**src/rtl/membus_defs.vh**
```
`ifndef MEMBUS_DEFS_VH
`define MEMBUS_DEFS_VH

// Bus cycle states
`define MB_ST_IDLE      3'h0
`define MB_ST_ROW       3'h1
`define MB_ST_COL       3'h2
`define MB_ST_ALE       3'h3
`define MB_ST_STRB      3'h4
`define MB_ST_TURN      3'h5

// Access targets
`define MB_TGT_DRAM0    4'h0
`define MB_TGT_DRAM1    4'h1
`define MB_TGT_SDRAM0   4'h2
`define MB_TGT_SDRAM1   4'h3
`define MB_TGT_CS0      4'h4
`define MB_TGT_CS3      4'h7
`define MB_TGT_EXT0     4'h8
`define MB_TGT_EXT1     4'h9
`define MB_TGT_CARD1    4'hA
`define MB_TGT_CARD2    4'hB
`define MB_TGT_INTERNAL 4'hC

// Address split
`define MB_ADDR_W       26
`define MB_PIN_ADDR_W   13
`define MB_UPPER_LSB    13

// Phase lengths in clock cycles
`define MB_ROW_CYCLES   2
`define MB_COL_CYCLES   2
`define MB_ALE_CYCLES   1
`define MB_STRB_CYCLES  3

// Logical lane 0 strobe
`define MB_LANE0_MASK   4'h1

`endif

```
**src/rtl/lane_steer.v**
```verilog
`timescale 1ns/1ns
`default_nettype none

module lane_steer (
  // Steering controls
  input  wire        to_pins,
  input  wire        wide,
  input  wire        low_half,
  input  wire        little,
  // Data and lane mask
  input  wire [31:0] din,
  input  wire [3:0]  mask_in,
  output reg  [31:0] dout,
  output reg  [3:0]  mask_out
);

  reg [31:0] placed;
  reg [31:0] unswapped;
  reg [3:0]  mplaced;

  always @* begin
    placed    = 32'h0;
    unswapped = 32'h0;
    mplaced   = 4'h0;
    dout      = 32'h0;
    mask_out  = 4'h0;
    if (to_pins) begin
      if (wide) begin
        placed  = din;
        mplaced = mask_in;
      end else if (low_half) begin
        placed  = {16'h0, din[15:0]};
        mplaced = {2'h0, mask_in[1:0]};
      end else begin
        placed  = {din[15:0], 16'h0};
        mplaced = {mask_in[1:0], 2'h0};
      end
      // Little-endian pin order reverses byte lanes and strobe indices
      if (little) begin
        dout     = {placed[7:0], placed[15:8], placed[23:16], placed[31:24]};
        mask_out = {mplaced[0], mplaced[1], mplaced[2], mplaced[3]};
      end else begin
        dout     = placed;
        mask_out = mplaced;
      end
    end else begin
      if (little)
        unswapped = {din[7:0], din[15:8], din[23:16], din[31:24]};
      else
        unswapped = din;
      if (wide)
        dout = unswapped;
      else if (low_half)
        dout = {16'h0, unswapped[15:0]};
      else
        dout = {16'h0, unswapped[31:16]};
      mask_out = mask_in;
    end
  end

endmodule

`default_nettype wire

```
**src/rtl/membus_pins.v**
```verilog
`timescale 1ns/1ns
`default_nettype none
`include "membus_defs.vh"

module membus_pins #(
  parameter ROW_CYCLES  = `MB_ROW_CYCLES,
  parameter COL_CYCLES  = `MB_COL_CYCLES,
  parameter ALE_CYCLES  = `MB_ALE_CYCLES,
  parameter STRB_CYCLES = `MB_STRB_CYCLES
) (
  // Clock and reset
  input  wire        CLK,
  input  wire        RESET_N,
  // Access request
  input  wire        REQ_VALID,
  output wire        REQ_READY,
  input  wire        REQ_WRITE,
  input  wire [3:0]  REQ_TARGET,
  input  wire        REQ_WIDE,
  input  wire [25:0] REQ_ADDR,
  input  wire [31:0] REQ_WDATA,
  input  wire [3:0]  REQ_BYTE_EN,
  // Access completion
  output wire        RSP_VALID,
  output wire [31:0] RSP_RDATA,
  input  wire [31:0] INT_RDATA,
  // Mode inputs
  input  wire        ENDIAN_LITTLE,
  input  wire        INTERNAL_ACCESS_SHOW,
  // Data bus pins
  input  wire [31:0] D_IN,
  output wire [31:0] D_OUT,
  output wire        D_OE,
  // Address pins
  output wire [12:0] ADDR_OUT,
  output wire        ADDR_LATCH_EN,
  // Strobes
  output wire        READ_STROBE_N,
  output wire        WRITE_STROBE_N,
  output wire [3:0]  COLUMN_STROBE_LANE_N,
  output wire        ROW_STROBE_BANK0_N,
  output wire        ROW_STROBE_BANK1_N,
  // Selects
  output wire [3:0]  STATIC_CHIP_SELECT_N,
  output wire [1:0]  EXTERNAL_DEVICE_SELECT_N,
  output wire        CARD_SLOT1_SELECT_N,
  output wire        CARD_SLOT2_SELECT_N
);

  localparam [31:0] ROW_LAST = ROW_CYCLES - 1, COL_LAST = COL_CYCLES - 1;
  localparam [31:0] ALE_LAST = ALE_CYCLES - 1, STRB_LAST = STRB_CYCLES - 1;

  reg  [2:0]  state_reg, state_next;
  reg  [3:0]  cnt_reg, cnt_next;
  reg  [3:0]  tgt_reg;
  reg  [25:0] addr_reg;
  reg  [3:0]  mask_reg;
  reg         write_reg, wide_reg, little_reg, show_reg;

  reg  [31:0] dout_reg, dout_next;
  reg         doe_reg, doe_next;
  reg  [12:0] addr_out_reg, addr_out_next;
  reg         ale_reg, ale_next;
  reg         rd_n_reg, rd_n_next;
  reg         we_n_reg, we_n_next;
  reg  [3:0]  cas_n_reg, cas_n_next;
  reg         row_strobe_bank0_n_reg, row_strobe_bank0_n_next;
  reg         row_strobe_bank1_n_reg, row_strobe_bank1_n_next;
  reg  [3:0]  cs_n_reg, cs_n_next;
  reg  [1:0]  ext_n_reg, ext_n_next;
  reg         card1_n_reg, card1_n_next;
  reg         card2_n_reg, card2_n_next;
  reg         rsp_valid_reg;
  reg  [31:0] rdata_reg;

  wire        accept, in_idle, wr_cur, wide_cur, little_cur, show_cur;
  wire        is_dram, is_sdram, is_mem, is_int, is_static, phase_last;
  wire [3:0]  tgt_cur, mask_pins, lane0_pin;
  wire [25:0] addr_cur;
  wire [31:0] wdata_pins, rdata_user;

  assign in_idle    = (state_reg == `MB_ST_IDLE);
  assign accept     = in_idle & REQ_VALID;
  assign REQ_READY  = in_idle;
  assign wr_cur     = in_idle ? REQ_WRITE : write_reg;
  assign tgt_cur    = in_idle ? REQ_TARGET : tgt_reg;
  assign wide_cur   = in_idle ? REQ_WIDE : wide_reg;
  assign addr_cur   = in_idle ? REQ_ADDR : addr_reg;
  // Endian and show modes are sampled once per access
  assign little_cur = in_idle ? ENDIAN_LITTLE : little_reg;
  assign show_cur   = in_idle ? INTERNAL_ACCESS_SHOW : show_reg;

  assign is_dram    = (tgt_cur == `MB_TGT_DRAM0) | (tgt_cur == `MB_TGT_DRAM1);
  assign is_sdram   = (tgt_cur == `MB_TGT_SDRAM0) |
                      (tgt_cur == `MB_TGT_SDRAM1);
  assign is_mem     = is_dram | is_sdram;
  assign is_int     = (tgt_cur >= `MB_TGT_INTERNAL);
  assign is_static  = ~is_mem & ~is_int;
  assign phase_last = (cnt_reg == 4'h0);
  assign lane0_pin  = little_cur ? 4'h8 : `MB_LANE0_MASK;

  // Write data and lane mask placed onto pins at acceptance
  lane_steer u_wr_steer (
    .to_pins  (1'b1),
    .wide     (REQ_WIDE),
    .low_half (REQ_TARGET < `MB_TGT_CS0),
    .little   (ENDIAN_LITTLE),
    .din      (REQ_WDATA),
    .mask_in  (REQ_BYTE_EN),
    .dout     (wdata_pins),
    .mask_out (mask_pins)
  );

  // Read data gathered back from pins
  lane_steer u_rd_steer (
    .to_pins  (1'b0),
    .wide     (wide_reg),
    .low_half (tgt_reg < `MB_TGT_CS0),
    .little   (little_reg),
    .din      (D_IN),
    .mask_in  (4'h0),
    .dout     (rdata_user),
    .mask_out ()
  );

  always @* begin
    state_next = state_reg;
    cnt_next   = cnt_reg;
    if (cnt_reg != 4'h0)
      cnt_next = cnt_reg - 4'h1;
    case (state_reg)
      `MB_ST_IDLE: begin
        if (REQ_VALID) begin
          if (is_mem) begin
            state_next = `MB_ST_ROW;
            cnt_next   = ROW_LAST[3:0];
          end else if (is_static) begin
            state_next = `MB_ST_ALE;
            cnt_next   = ALE_LAST[3:0];
          end else begin
            state_next = `MB_ST_STRB;
            cnt_next   = STRB_LAST[3:0];
          end
        end
      end
      `MB_ST_ROW: begin
        if (phase_last) begin
          state_next = `MB_ST_COL;
          cnt_next   = COL_LAST[3:0];
        end
      end
      `MB_ST_COL: begin
        if (phase_last)
          state_next = `MB_ST_TURN;
      end
      `MB_ST_ALE: begin
        if (phase_last) begin
          state_next = `MB_ST_STRB;
          cnt_next   = STRB_LAST[3:0];
        end
      end
      `MB_ST_STRB: begin
        if (phase_last)
          state_next = `MB_ST_TURN;
      end
      `MB_ST_TURN: state_next = `MB_ST_IDLE;
      default: state_next = `MB_ST_IDLE;
    endcase
  end

  always @* begin
    dout_next     = accept ? wdata_pins : dout_reg;
    // Bus floats only from a read's start through its turn-around
    doe_next      = 1'b1;
    addr_out_next = addr_out_reg;
    ale_next      = 1'b0;
    rd_n_next     = 1'b1;
    we_n_next     = 1'b1;
    cas_n_next    = 4'hF;
    row_strobe_bank0_n_next   = 1'b1;
    row_strobe_bank1_n_next   = 1'b1;
    cs_n_next     = 4'hF;
    ext_n_next    = 2'h3;
    card1_n_next  = 1'b1;
    card2_n_next  = 1'b1;
    if (state_next != `MB_ST_IDLE) begin
      doe_next = wr_cur;
      if (state_next != `MB_ST_TURN) begin
        if (is_static) begin
          cs_n_next[tgt_cur[1:0]] = ~((tgt_cur >= `MB_TGT_CS0) &
                                      (tgt_cur <= `MB_TGT_CS3));
          ext_n_next[0] = (tgt_cur != `MB_TGT_EXT0);
          ext_n_next[1] = (tgt_cur != `MB_TGT_EXT1);
          card1_n_next  = (tgt_cur != `MB_TGT_CARD1);
          card2_n_next  = (tgt_cur != `MB_TGT_CARD2);
        end
        // SDRAM bank 1 select stays low for its whole access
        if (tgt_cur == `MB_TGT_SDRAM1)
          row_strobe_bank1_n_next = 1'b0;
        if (tgt_cur == `MB_TGT_DRAM0)
          row_strobe_bank0_n_next = 1'b0;
        if (tgt_cur == `MB_TGT_DRAM1)
          row_strobe_bank1_n_next = 1'b0;
      end
    end
    case (state_next)
      `MB_ST_ROW: begin
        addr_out_next = addr_cur[25:13];
        if (is_sdram)
          row_strobe_bank0_n_next = 1'b0;
      end
      `MB_ST_COL: begin
        addr_out_next = addr_cur[12:0];
        we_n_next     = ~wr_cur;
        if (is_sdram)
          cas_n_next = ~lane0_pin;
        else
          cas_n_next = ~(accept ? mask_pins : mask_reg);
      end
      `MB_ST_ALE: begin
        addr_out_next = addr_cur[25:13];
        ale_next      = 1'b1;
      end
      `MB_ST_STRB: begin
        if (is_static) begin
          addr_out_next = addr_cur[12:0];
          rd_n_next     = wr_cur;
          we_n_next     = ~wr_cur;
          if (wr_cur)
            cas_n_next = ~mask_reg;
        end else begin
          // Internal reads show on the bus strobe only for debug
          rd_n_next = ~(~wr_cur & show_cur & is_int);
        end
      end
      default: addr_out_next = addr_out_reg;
    endcase
  end

  always @(posedge CLK or negedge RESET_N) begin
    if (!RESET_N) begin
      state_reg     <= `MB_ST_IDLE;
      cnt_reg       <= 4'h0;
      write_reg     <= 1'b0;
      tgt_reg       <= `MB_TGT_DRAM0;
      wide_reg      <= 1'b0;
      addr_reg      <= 26'h0;
      mask_reg      <= 4'h0;
      little_reg    <= 1'b0;
      show_reg      <= 1'b0;
      dout_reg      <= 32'h0;
      doe_reg       <= 1'b1;
      addr_out_reg  <= 13'h0;
      ale_reg       <= 1'b0;
      rd_n_reg      <= 1'b1;
      we_n_reg      <= 1'b1;
      cas_n_reg     <= 4'hF;
      row_strobe_bank0_n_reg    <= 1'b1;
      row_strobe_bank1_n_reg    <= 1'b1;
      cs_n_reg      <= 4'hF;
      ext_n_reg     <= 2'h3;
      card1_n_reg   <= 1'b1;
      card2_n_reg   <= 1'b1;
      rsp_valid_reg <= 1'b0;
      rdata_reg     <= 32'h0;
    end else begin
      state_reg     <= state_next;
      cnt_reg       <= cnt_next;
      if (accept) begin
        write_reg  <= REQ_WRITE;
        tgt_reg    <= REQ_TARGET;
        wide_reg   <= REQ_WIDE;
        addr_reg   <= REQ_ADDR;
        mask_reg   <= mask_pins;
        little_reg <= ENDIAN_LITTLE;
        show_reg   <= INTERNAL_ACCESS_SHOW;
      end
      dout_reg      <= dout_next;
      doe_reg       <= doe_next;
      addr_out_reg  <= addr_out_next;
      ale_reg       <= ale_next;
      rd_n_reg      <= rd_n_next;
      we_n_reg      <= we_n_next;
      cas_n_reg     <= cas_n_next;
      row_strobe_bank0_n_reg    <= row_strobe_bank0_n_next;
      row_strobe_bank1_n_reg    <= row_strobe_bank1_n_next;
      cs_n_reg      <= cs_n_next;
      ext_n_reg     <= ext_n_next;
      card1_n_reg   <= card1_n_next;
      card2_n_reg   <= card2_n_next;
      rsp_valid_reg <= (state_next == `MB_ST_TURN);
      // Read data sampled on the last strobe edge
      if (~write_reg & phase_last &
          ((state_reg == `MB_ST_COL) | (state_reg == `MB_ST_STRB)))
        rdata_reg <= (tgt_reg >= `MB_TGT_INTERNAL) ? INT_RDATA : rdata_user;
    end
  end

  assign RSP_VALID                = rsp_valid_reg;
  assign RSP_RDATA                = rdata_reg;
  assign D_OUT                    = dout_reg;
  assign D_OE                     = doe_reg;
  assign ADDR_OUT                 = addr_out_reg;
  assign ADDR_LATCH_EN            = ale_reg;
  assign READ_STROBE_N            = rd_n_reg;
  assign WRITE_STROBE_N           = we_n_reg;
  assign COLUMN_STROBE_LANE_N     = cas_n_reg;
  assign ROW_STROBE_BANK0_N       = row_strobe_bank0_n_reg;
  assign ROW_STROBE_BANK1_N       = row_strobe_bank1_n_reg;
  assign STATIC_CHIP_SELECT_N     = cs_n_reg;
  assign EXTERNAL_DEVICE_SELECT_N = ext_n_reg;
  assign CARD_SLOT1_SELECT_N      = card1_n_reg;
  assign CARD_SLOT2_SELECT_N      = card2_n_reg;

endmodule

`default_nettype wire

```
**config.mk**
```make
export PLATFORM = sky130hd
export DESIGN_NAME = membus_pins
export DESIGN_NICKNAME = d
export VERILOG_FILES = /design/src/rtl/lane_steer.v /design/src/rtl/membus_pins.v
export VERILOG_INCLUDE_DIRS = /design/src /design/src/rtl
export SDC_FILE = /design/constraint.sdc
export NUM_CORES = 1
export LEC_CHECK = 0
export BUFFER_PORTS_ARGS = -buffer_cell sky130_fd_sc_hd__buf_2
export CAP_MARGIN = 0
export CORE_MARGIN = 5
export CORE_UTILIZATION = 50
export CTS_BUF_LIST = sky130_fd_sc_hd__clkbuf_16
export CTS_CLUSTER_DIAMETER = 150
export CTS_CLUSTER_SIZE = 25
export DETAILED_ROUTE_END_ITERATION = 8
export PLACE_DENSITY_LB_ADDON = 0.3
export SLEW_MARGIN = 20
export SYNTH_ARGS = -nofsm -noshare
export SYNTH_HDL_FRONTEND = slang
export SYNTH_SLANG_ARGS = --single-unit
```
**constraint.sdc**
```tcl
create_clock -name CLK -period 2.95 [get_ports CLK]
set_clock_uncertainty 0.2 [all_clocks]
set_input_delay 0.4425 -clock CLK [delete_from_list [all_inputs] [get_ports CLK]]
set_output_delay 0.4425 -clock CLK [all_outputs]
set_load 0.05 [all_outputs]
```
# After elaboration in Yosys (flattened, before gate mapping)
# Index checks and enable logic that the tools add are counted.
[word_totals] regBits=141 wordCells=149
[classes] add_sub_neg=1 magnitude_cmp=8 n_eq_ne=18 mux=66 n_bitwise=22 n_reduce_logical=10
[ops] cell="32-bit two-way mux" count=6
[ops] cell="4-bit two-way mux" count=16
[ops] cell="13-bit one-hot mux with 3 select lines" count=1
[ops] cell="26-bit two-way mux" count=1
[ops] cell="1-bit two-way mux" count=24
[ops] cell="3-bit two-way mux" count=6
[ops] cell="16-bit two-way mux" count=1
[ops] cell="4-bit inequality test (second input constant)" count=4
[ops] cell="4-bit inverter" count=4
[ops] cell="13-bit two-way mux" count=1
[ops] cell="3-bit by 2-bit == test with 1-bit output (second input constant)" count=4
[ops] cell="3-bit one-hot mux with 4 select lines" count=1
[ops] cell="4-bit one-hot mux with 3 select lines" count=1
[ops] cell="2-bit two-way mux" count=5
[ops] cell="3-bit == test (second input constant)" count=3
[ops] cell="4-bit by 2-bit == test with 1-bit output (second input constant)" count=2
[ops] cell="4-bit >= comparator (second input constant)" count=2
[ops] cell="4-bit logical NOT" count=2
[ops] cell="4-bit by 3-bit < comparator with 1-bit output (second input constant)" count=2
[ops] cell="4-bit one-hot mux with 2 select lines" count=1
[ops] cell="1-bit bitwise AND" count=7
[ops] cell="3-bit by 1-bit == test with 1-bit output (second input constant)" count=2
[ops] cell="1-bit inverter" count=6
[ops] cell="3-bit nonzero test" count=2
[ops] cell="other kinds (17)" count=21

# Logic depth before layout (Yosys ltp)
# Gate-level depths: netlist of run 1.
[depth] depth_word=16 mapped_depth=10

# By module
# Synthesis of run 1 repeated with hierarchy kept, for this count alone.
[unflattened] cells_unflattened=1119 area_unflattened_um2=10005.8
[modules_own_cells] mod="membus_pins" n_inst=1 cells_per_inst=627 area_each_um2=6459.9 seq_area_each_um2=3549.7
[modules_own_cells] mod="lane_steer" n_inst=2 cells_per_inst=246 area_each_um2=1773.0 seq_area_each_um2=0.0

# Worst setup path before layout of run 1
# Ideal clock, no wire load.
[synth_path] path_type="input port to flip-flop" startpoint="input port REQ_VALID" endpoint="register addr_out_reg[10], in the netlist ADDR_OUT[10]" setup_ns=0.128 arrival_ns=2.070 required_time_ns=2.622 path_slack_ns=0.552 path_stages=7 path_cell_list="buf_2 > nor4b_4 > nand2_2 > a21oi_4 > buf_2 > mux4_2 > mux2_1"
[synth_between] elab_chain_len=6
[synth_rtl] element="start: declaration" line="membus_pins.v:15" text="input wire REQ_VALID,"
[synth_rtl] element="3-bit two-way mux (*)" line="membus_pins.v:133" text="if (REQ_VALID) begin"
[synth_rtl] element="3-bit one-hot mux with 4 select lines (*)" line="membus_pins.v:131" text="case (state_reg)"
[synth_rtl] element="3-bit by 2-bit == test with 1-bit output or 3-bit by 1-bit == test with 1-bit output (tied branches)" line="membus_pins.v:206" text="case (state_next)"
[synth_rtl] element="2-bit OR reduction (no line)"
[synth_rtl] element="3-bit nonzero test (no line)"
[synth_rtl] element="2-bit AND reduction (no line)"
[synth_rtl] element="end signal: assignment" line="membus_pins.v:280" text="addr_out_reg <= addr_out_next;"
[synth_rtl] element="end: declaration" line="membus_pins.v:62" text="reg [12:0] addr_out_reg, addr_out_next;"
# Mark *: on every way between the ends. The rest lies on a longest branch, timed or not.
# A chain may end at the register's enable or synchronous reset.

# Worst setup path after layout of run 1
[layout_path] startpoint="register state_reg[2]" endpoint="output port REQ_READY"
[layout_between] elab_chain_len=1
[layout_rtl] element="start: declaration" line="membus_pins.v:53" text="reg [2:0] state_reg, state_next;"
[layout_rtl] element="start signal: assignment" line="membus_pins.v:242" text="state_reg <= `MB_ST_IDLE;"
[layout_rtl] element="start signal: assignment" line="membus_pins.v:267" text="state_reg <= state_next;"
[layout_rtl] element="3-bit logical NOT"
[layout_rtl] element="end: declaration" line="membus_pins.v:16" text="output wire REQ_READY,"
# Every way passes these cells.

==> results of run 1 <==
==> layout by cell type, fill, tap and decap left out, types with 18 or more instances in the layout <==
master and instances:
buf_2 232, dfrtp_1 123, nor2_1 99, a21oi_1 64, nand2_1 60, mux2_2 37, a31oi_1 34, mux4_2 29
nand3_1 28, o211ai_1 18
==> power groups by stage <==
stage	sequential [mW]	combinational [mW]	clock [mW]
2_1_floorplan	5.45	3.50	0
3_3_place_gp	3.55	6.76	0
3_5_place_dp	3.58	6.88	0
4_1_cts	3.57	6.90	2.04
5_1_grt	3.69	7.36	2.13
6_report	3.56	6.85	2.01
==> path summary, 6_finish.rpt <==
path	startpoint	to	slack (ns)	cells after the start
hold / removal	REQ_ADDR[6]	addr_reg[6]	0.07	2
max in group asynchronous	RESET_N	EXTERNAL_DEVICE_SELECT_N[1]	1.49	3
min in group asynchronous	RESET_N	addr_reg[7]	0.35	2
setup reg to reg	cnt_reg[0]	ADDR_OUT[7]	0.33	7
hold reg to reg	mask_reg[0]	COLUMN_STROBE_LANE_N[0]	0.28	1
setup / recovery	state_reg[2]	REQ_READY	0.27	3
==> cell usage after synthesis, drive strengths merged (6+ instances only) <==
cell and number:
nor2 100, a21oi 67, buf 22, o31ai 6, mux2i 17, o211ai 18, a31oi 34, nand2b 7
inv 7, o21ai 14, a22oi 17, clkbuf 40, nand2 61, o21a 17, nand3 28, mux4 29
dfstp 17, dfrtp 124, nor3 8, mux2 47, nand3b 7
==> critical path, delay by kind of cell (launching register included) <==
kind,cells,cell delay (ns)
buf+inv,2,0.59
simple gates,1,0.52
flops,1,0.51
==> area by class of cell <==
| class | count | share of cell area, % |
|---|---|---|
| inverters | 8 | 0.374 |
| flip-flops and latches | 141 | 37.9 |
| clock buffers | 17 | 4.54 |
| diodes | 2 | 0.0534 |
| multi-input cells | 516 | 39.1 |
| well taps | 188 | 2.51 |
| repair buffers | 250 | 14.3 |
| clock inverters | 14 | 1.29 |
==> logic make-up (layout without fill, tap and decap cells) <==
family | count (synthesis) | in the layout | synth area share, %
AND/OR/NAND/NOR | 225 | 225 | 13.5
flip-flops | 141 | 141 | 47.0
other | 0 | 2 | 0
buffers and inverters | 70 | 289 | 4.52
AO/OA/AOI/OAI | 192 | 192 | 16.2
XOR/XNOR | 3 | 3 | 0.348
multiplexers | 93 | 93 | 17.9
adder cells (fa/ha/maj) | 3 | 3 | 0.497
==> metal layers <==
metal,wire length (um),part of all wire [%]
met3,1450,7.2
met2,9920,49
met5,13,0.064
met4,328,1.6
met1,8590,42
==> what timing repair did <==
action                                  4_1_cts  5_1_grt
endpoints found under the hold margin        46        0
resized for setup                             0        0
hold buffers                                  1        0
setup buffers                                 0        0
endpoints found under the setup margin        0        0
==> stage by stage <==
stage          hold slack (ns)  util (%)
5_1_grt                 0.0613      62.3
3_5_place_dp             0.238      58.6
4_1_cts                 0.0565      62.3
3_3_place_gp             0.242      58.6
2_1_floorplan          -0.0531         -
6_report                0.0666      62.4
==> summary.md, run 1 <==
| Metric | Value |
|---|---|
| Sequential share of power | `28.7%` |
| Clk slew on worst S/H paths | `0.06 ns` |
| Cells along the critical path | `or3_1 -> inv_6 -> buf_2` |
| Share of cells above drive strength 1 | `39.5%` |
| Switching pwr | `5.95 mW` |
| Post-route non-filler standard cell count | `1136` |
| DR vias/cell | `5.60` |
| Critical path arrival | `2.04 ns` |
| Setup TNS | `0 ns` |
| Ys async rst share | `100%` |
| CP Launch Type | `flip-flop` |
| Final nets | `1074` |
| H-tree Lvls | `4` |
| Die H | `133 um` |
| Post-synth top flop | `dfrtp_1` |
| Overall Power | `12.4 mW` |
| Top cell type by total area after synthesis | `dfrtp_1` |
| Drt drc | `0` |
| Min-Delay Path Class | `input pin to flip-flop` |
| Clock sink count | `141` |
| Routed WL | `20300 um` |
| Synth Net Count | `867` |
| Peak supply drop | `0.000708 V` |
| CTS tree | `yes` |
| Tmin final | `2.68 ns` |
| Met3 Use GR | `7.07%` |
| Worst path max stage delay | `0.52 ns` |
| GR Util met2 | `36.6%` |
| # setup viols final | `0` |
| Synthesized area | `7550 um2` |
| Post-synth EDFFs | `0` |
| Yosys warns | `0` |
| DRT iter0 DRCs | `342` |
| Clock power frac | `16.2%` |
| Post-route cell area | `9380 um2` |
| Port Buffers | `233` |
| Status | `finished clean` |
| Mapped Cells | `727` |
| Final hold vios | `0` |
| Number of global-route vias before repair | `6311` |
| FF+latch area | `3550 um2` |
| Core Area | `15000 um2` |
| Gr busiest metal | `met2` |
| GRT overflow | `0` |
| Worst Max-Slew Pin Slew | `0.878 ns` |
| Worst-Skew Late Latency | `0.42 ns` |
| Highest clock rate | `0.373 GHz` |
| Count of cell types in the netlist | `54` |
| Critical path's slowest cell | `or3_1` |
| Maxcap violations | `0` |
| Largest net degree at the start of global routing | `113` |
| DRT Pass-1 Iters | `4` |
| Slew Limit Fails | `0` |
| First-pass GRT wire length | `32500 um` |
| Syn_area_per_cell | `10.4 um2` |
| Multi-input gate area | `3660 um2` |
| Slew headroom | `41.4%` |
| Register area share after synthesis | `47.0%` |
| Die Area | `17700 um2` |
| RSZ-0062 raised after global routing | `false` |
| Routability Congestion | `0.870` |
| DRT antenna net count | `0` |
| Critical path class | `flip-flop to output port` |
| Area growth, synth to finish | `24.1%` |
| Starting Density | `50.2%` |
| Worst-path fanout max | `25` |
| Final Cycle Share | `91.0%` |
| Num rows | `45` |
| Grt met1 use | `29.6%` |
| Power density cells | `1320 nW/um2` |
| Synth top area cells | `dfrtp_1 41%, mux4_2 8.6%, dfstp_2 5.9%` |
| Via Count | `6366` |
| DP Area | `8810 um2` |
| Antenna violations before repair | `2` |
| Synth top area share | `41.1%` |
| Pre-CTS setup slack | `0.322 ns` |
| Root buffer cell | `clkbuf_16` |
| Die width | `133 um` |
| Leak | `4.10 nW` |
| Gate power share | `55.1%` |
| Required @ worst endpoint | `2.31 ns` |
| Drt wl/cell | `17.9 um` |
| Internal power | `6.46 mW` |
| Post-Place Cells | `1102` |
| Sw Ratio | `47.9%` |
| #FFs+latches synth | `141` |
| Total Routing Usage GR | `22.7%` |
| Kind of end point of the critical path | `output port` |
| # IOs | `234` |
| Inserted Clock Buffers | `17` |
| Filler cell count | `1292` |
| Final setup margin | `0.266 ns` |
| Largest buffer count on any clock path | `2` |
| Placed wire-length estimate | `14500 um` |
Note: power is estimated with default switching activity, not from simulation.
==> run 2, diff against run 1 <==
CTS_CLUSTER_DIAMETER = 50   (was 150)
SYNTH_HIERARCHICAL = 1   (was not set)
==> run 2 against run 1 <==
  * Fmax fell by 2.2%
  * Clock-buffer cell count unchanged
  * Largest power group unchanged
  * Largest cell class unchanged
  * Cell count up 39%
==> summary.md, run 2 <==
| Metric | Value |
|---|---|
| Commonest non-fill, non-tap cell in the layout | `nand2_1` |
| Drt wl/cell | `18.3 um` |
| Layout Utilization | `61.1%` |
| Highest clock rate | `0.364 GHz` |
| Antenna violations before repair | `0` |
| Cells along the critical path | `or3_1 -> inv_2 -> buf_12 -> buf_2` |
| Worst Max-Slew Pin Slew | `1.19 ns` |
| Starting Density | `50.9%` |
| Slew Limit Fails | `0` |
| Core Area | `19500 um2` |
| Clk slew on worst S/H paths | `0.07 ns` |
| Total Routing Usage GR | `25.3%` |
| Root buffer cell | `clkbuf_16` |
| Port Buffers | `233` |
| Num rows | `51` |
| Yosys warns | `6` |
| Maxcap violations | `0` |
| CP Launch Type | `flip-flop` |
| Kind of end point of the critical path | `output port` |
| Worst-path fanout max | `15` |
| DRT antenna net count | `0` |
| DRT Pass-1 Iters | `5` |
| Critical path's slowest cell | `dfrtp_1` |
| Power density cells | `1180 nW/um2` |
| # setup viols final | `0` |
| Final nets | `1438` |
| Worst r2r path cells | `6` |
| Post-CTS setup buffers | `0` |
| Commonest non-fill, non-tap cells in the layout | `329 x nand2_1, 232 x buf_2, 122 x dfrtp_1` |
| Tmin final | `2.75 ns` |
| Min-Delay Path Class | `input pin to flip-flop` |
| Pre-CTS setup slack | `0.343 ns` |
| Area growth, synth to finish | `20.1%` |
| Routed WL | `28900 um` |
| Required @ worst endpoint | `2.31 ns` |
| Drt drc | `0` |
| DR vias/cell | `5.81` |
| Syn_area_per_cell | `8.99 um2` |
| Worst path max stage delay | `0.53 ns` |
| Setup TNS | `0 ns` |
| WHS | `0.0170 ns` |
| Routability Congestion | `0.915` |
| Synth Net Count | `1242` |
| Status | `finished clean` |
| Largest net degree at the start of global routing | `65` |
| Worst-Skew Late Latency | `0.42 ns` |
| Placed wire-length estimate | `20600 um` |
| # IOs | `234` |
| RSZ-0062 raised after global routing | `false` |
| First-pass GRT wire length | `46000 um` |
| Slew headroom | `20.2%` |
| Via Count | `9166` |
| Critical path class | `flip-flop to output port` |
| DRT iter0 DRCs | `512` |
| Number of global-route vias before repair | `8771` |
| Peak supply drop | `0.000595 V` |
| GRT overflow | `0` |
| Mapped Cells | `1102` |
| Die H | `151 um` |
| Leak | `5.52 nW` |
| Overall Power | `14.0 mW` |
| Final Cycle Share | `93.1%` |
| Final setup margin | `0.205 ns` |
| Clock sink count | `141` |
| Die width | `151 um` |
| Synthesized area | `9910 um2` |
| Die Area | `22700 um2` |
| Worst Hold Depth | `3` |
| H-tree Lvls | `4` |
| Critical path arrival | `2.10 ns` |
| CTS tree | `yes` |
| Largest buffer count on any clock path | `2` |
| Share of cells above drive strength 1 | `34.9%` |
| Final hold vios | `0` |
| Inserted Clock Buffers | `17` |
## run 2: changes by cell type in the layout (fill, tap and decap cells not counted), sizes merged, moves of 16 or more
cell	delta
nor2	-46
o211ai	-16
a41oi	+28
a31oi	-33
o21a	-17
mux2i	+22
mux2	+32
o22ai	+25
a221o	+29
nand3	-22
or3b	+31
a22o	+30
buf	+18
nand2	+269
## run 2: per-layer routing
layer | share of wire (%) | up-vias | global-route usage [%]
met5 | 0 | - | 0
met2 | 48 | 361 | 41.0
met3 | 8.1 | 36 | 5.30
li1 | - | 4340 | -
met4 | 1.8 | 0 | 7.75
met1 | 42 | 4429 | 34.1
## run 2: cell type report
type,instances,area [um2]
multi-input cells,855,5800
clock inverters,15,218
repair buffers,271,1520
diodes,1,2.50
flip-flops and latches,141,3550
fillers,1679,7570
inverters,12,45.0
clock buffers,17,425
well taps,265,332
## run 2: power by group
group / switching [mW] / leakage, nW / total [mW] / internal [mW]
Combinational: 5.18 / 3.54 / 8.17 / 2.99
Sequential: 0.650 / 1.66 / 3.52 / 2.87
Clock: 0.978 / 0.317 / 2.36 / 1.38
## run 2: metrics by stage
step,instances,cell area [um2]
finish,1577,11900
global route,1576,11900
CTS,1576,11900
detailed placement,1540,11200
global placement,1540,11200
floorplan,1102,9910
## run 2: path summary, 6_finish.rpt
| path | start | end | slack (ns) |
|---|---|---|---|
| max | state_reg[1] | REQ_READY | 0.20 |
| min | REQ_ADDR[16] | addr_reg[16] | 0.02 |
| max reg2reg | state_reg[1] | ADDR_OUT[11] | 0.34 |
| min reg2reg | addr_reg[22] | addr_reg[22] | 0.27 |
| max in group asynchronous | RESET_N | D_OUT[14] | 1.54 |
| min in group asynchronous | RESET_N | RSP_RDATA[10] | 0.30 |
## run 2: worst max-delay path: cells and delay by family (launching register included)
kind | cells | cell delay, ns
buf+inv | 3 | 0.68
flops | 1 | 0.53
simple gates | 1 | 0.46
## run 2: what timing repair did
item / in CTS / in global routing
hold endpoints to repair: 39 / 0
hold buffers: 4 / 0
gates resized for setup: 0 / 0
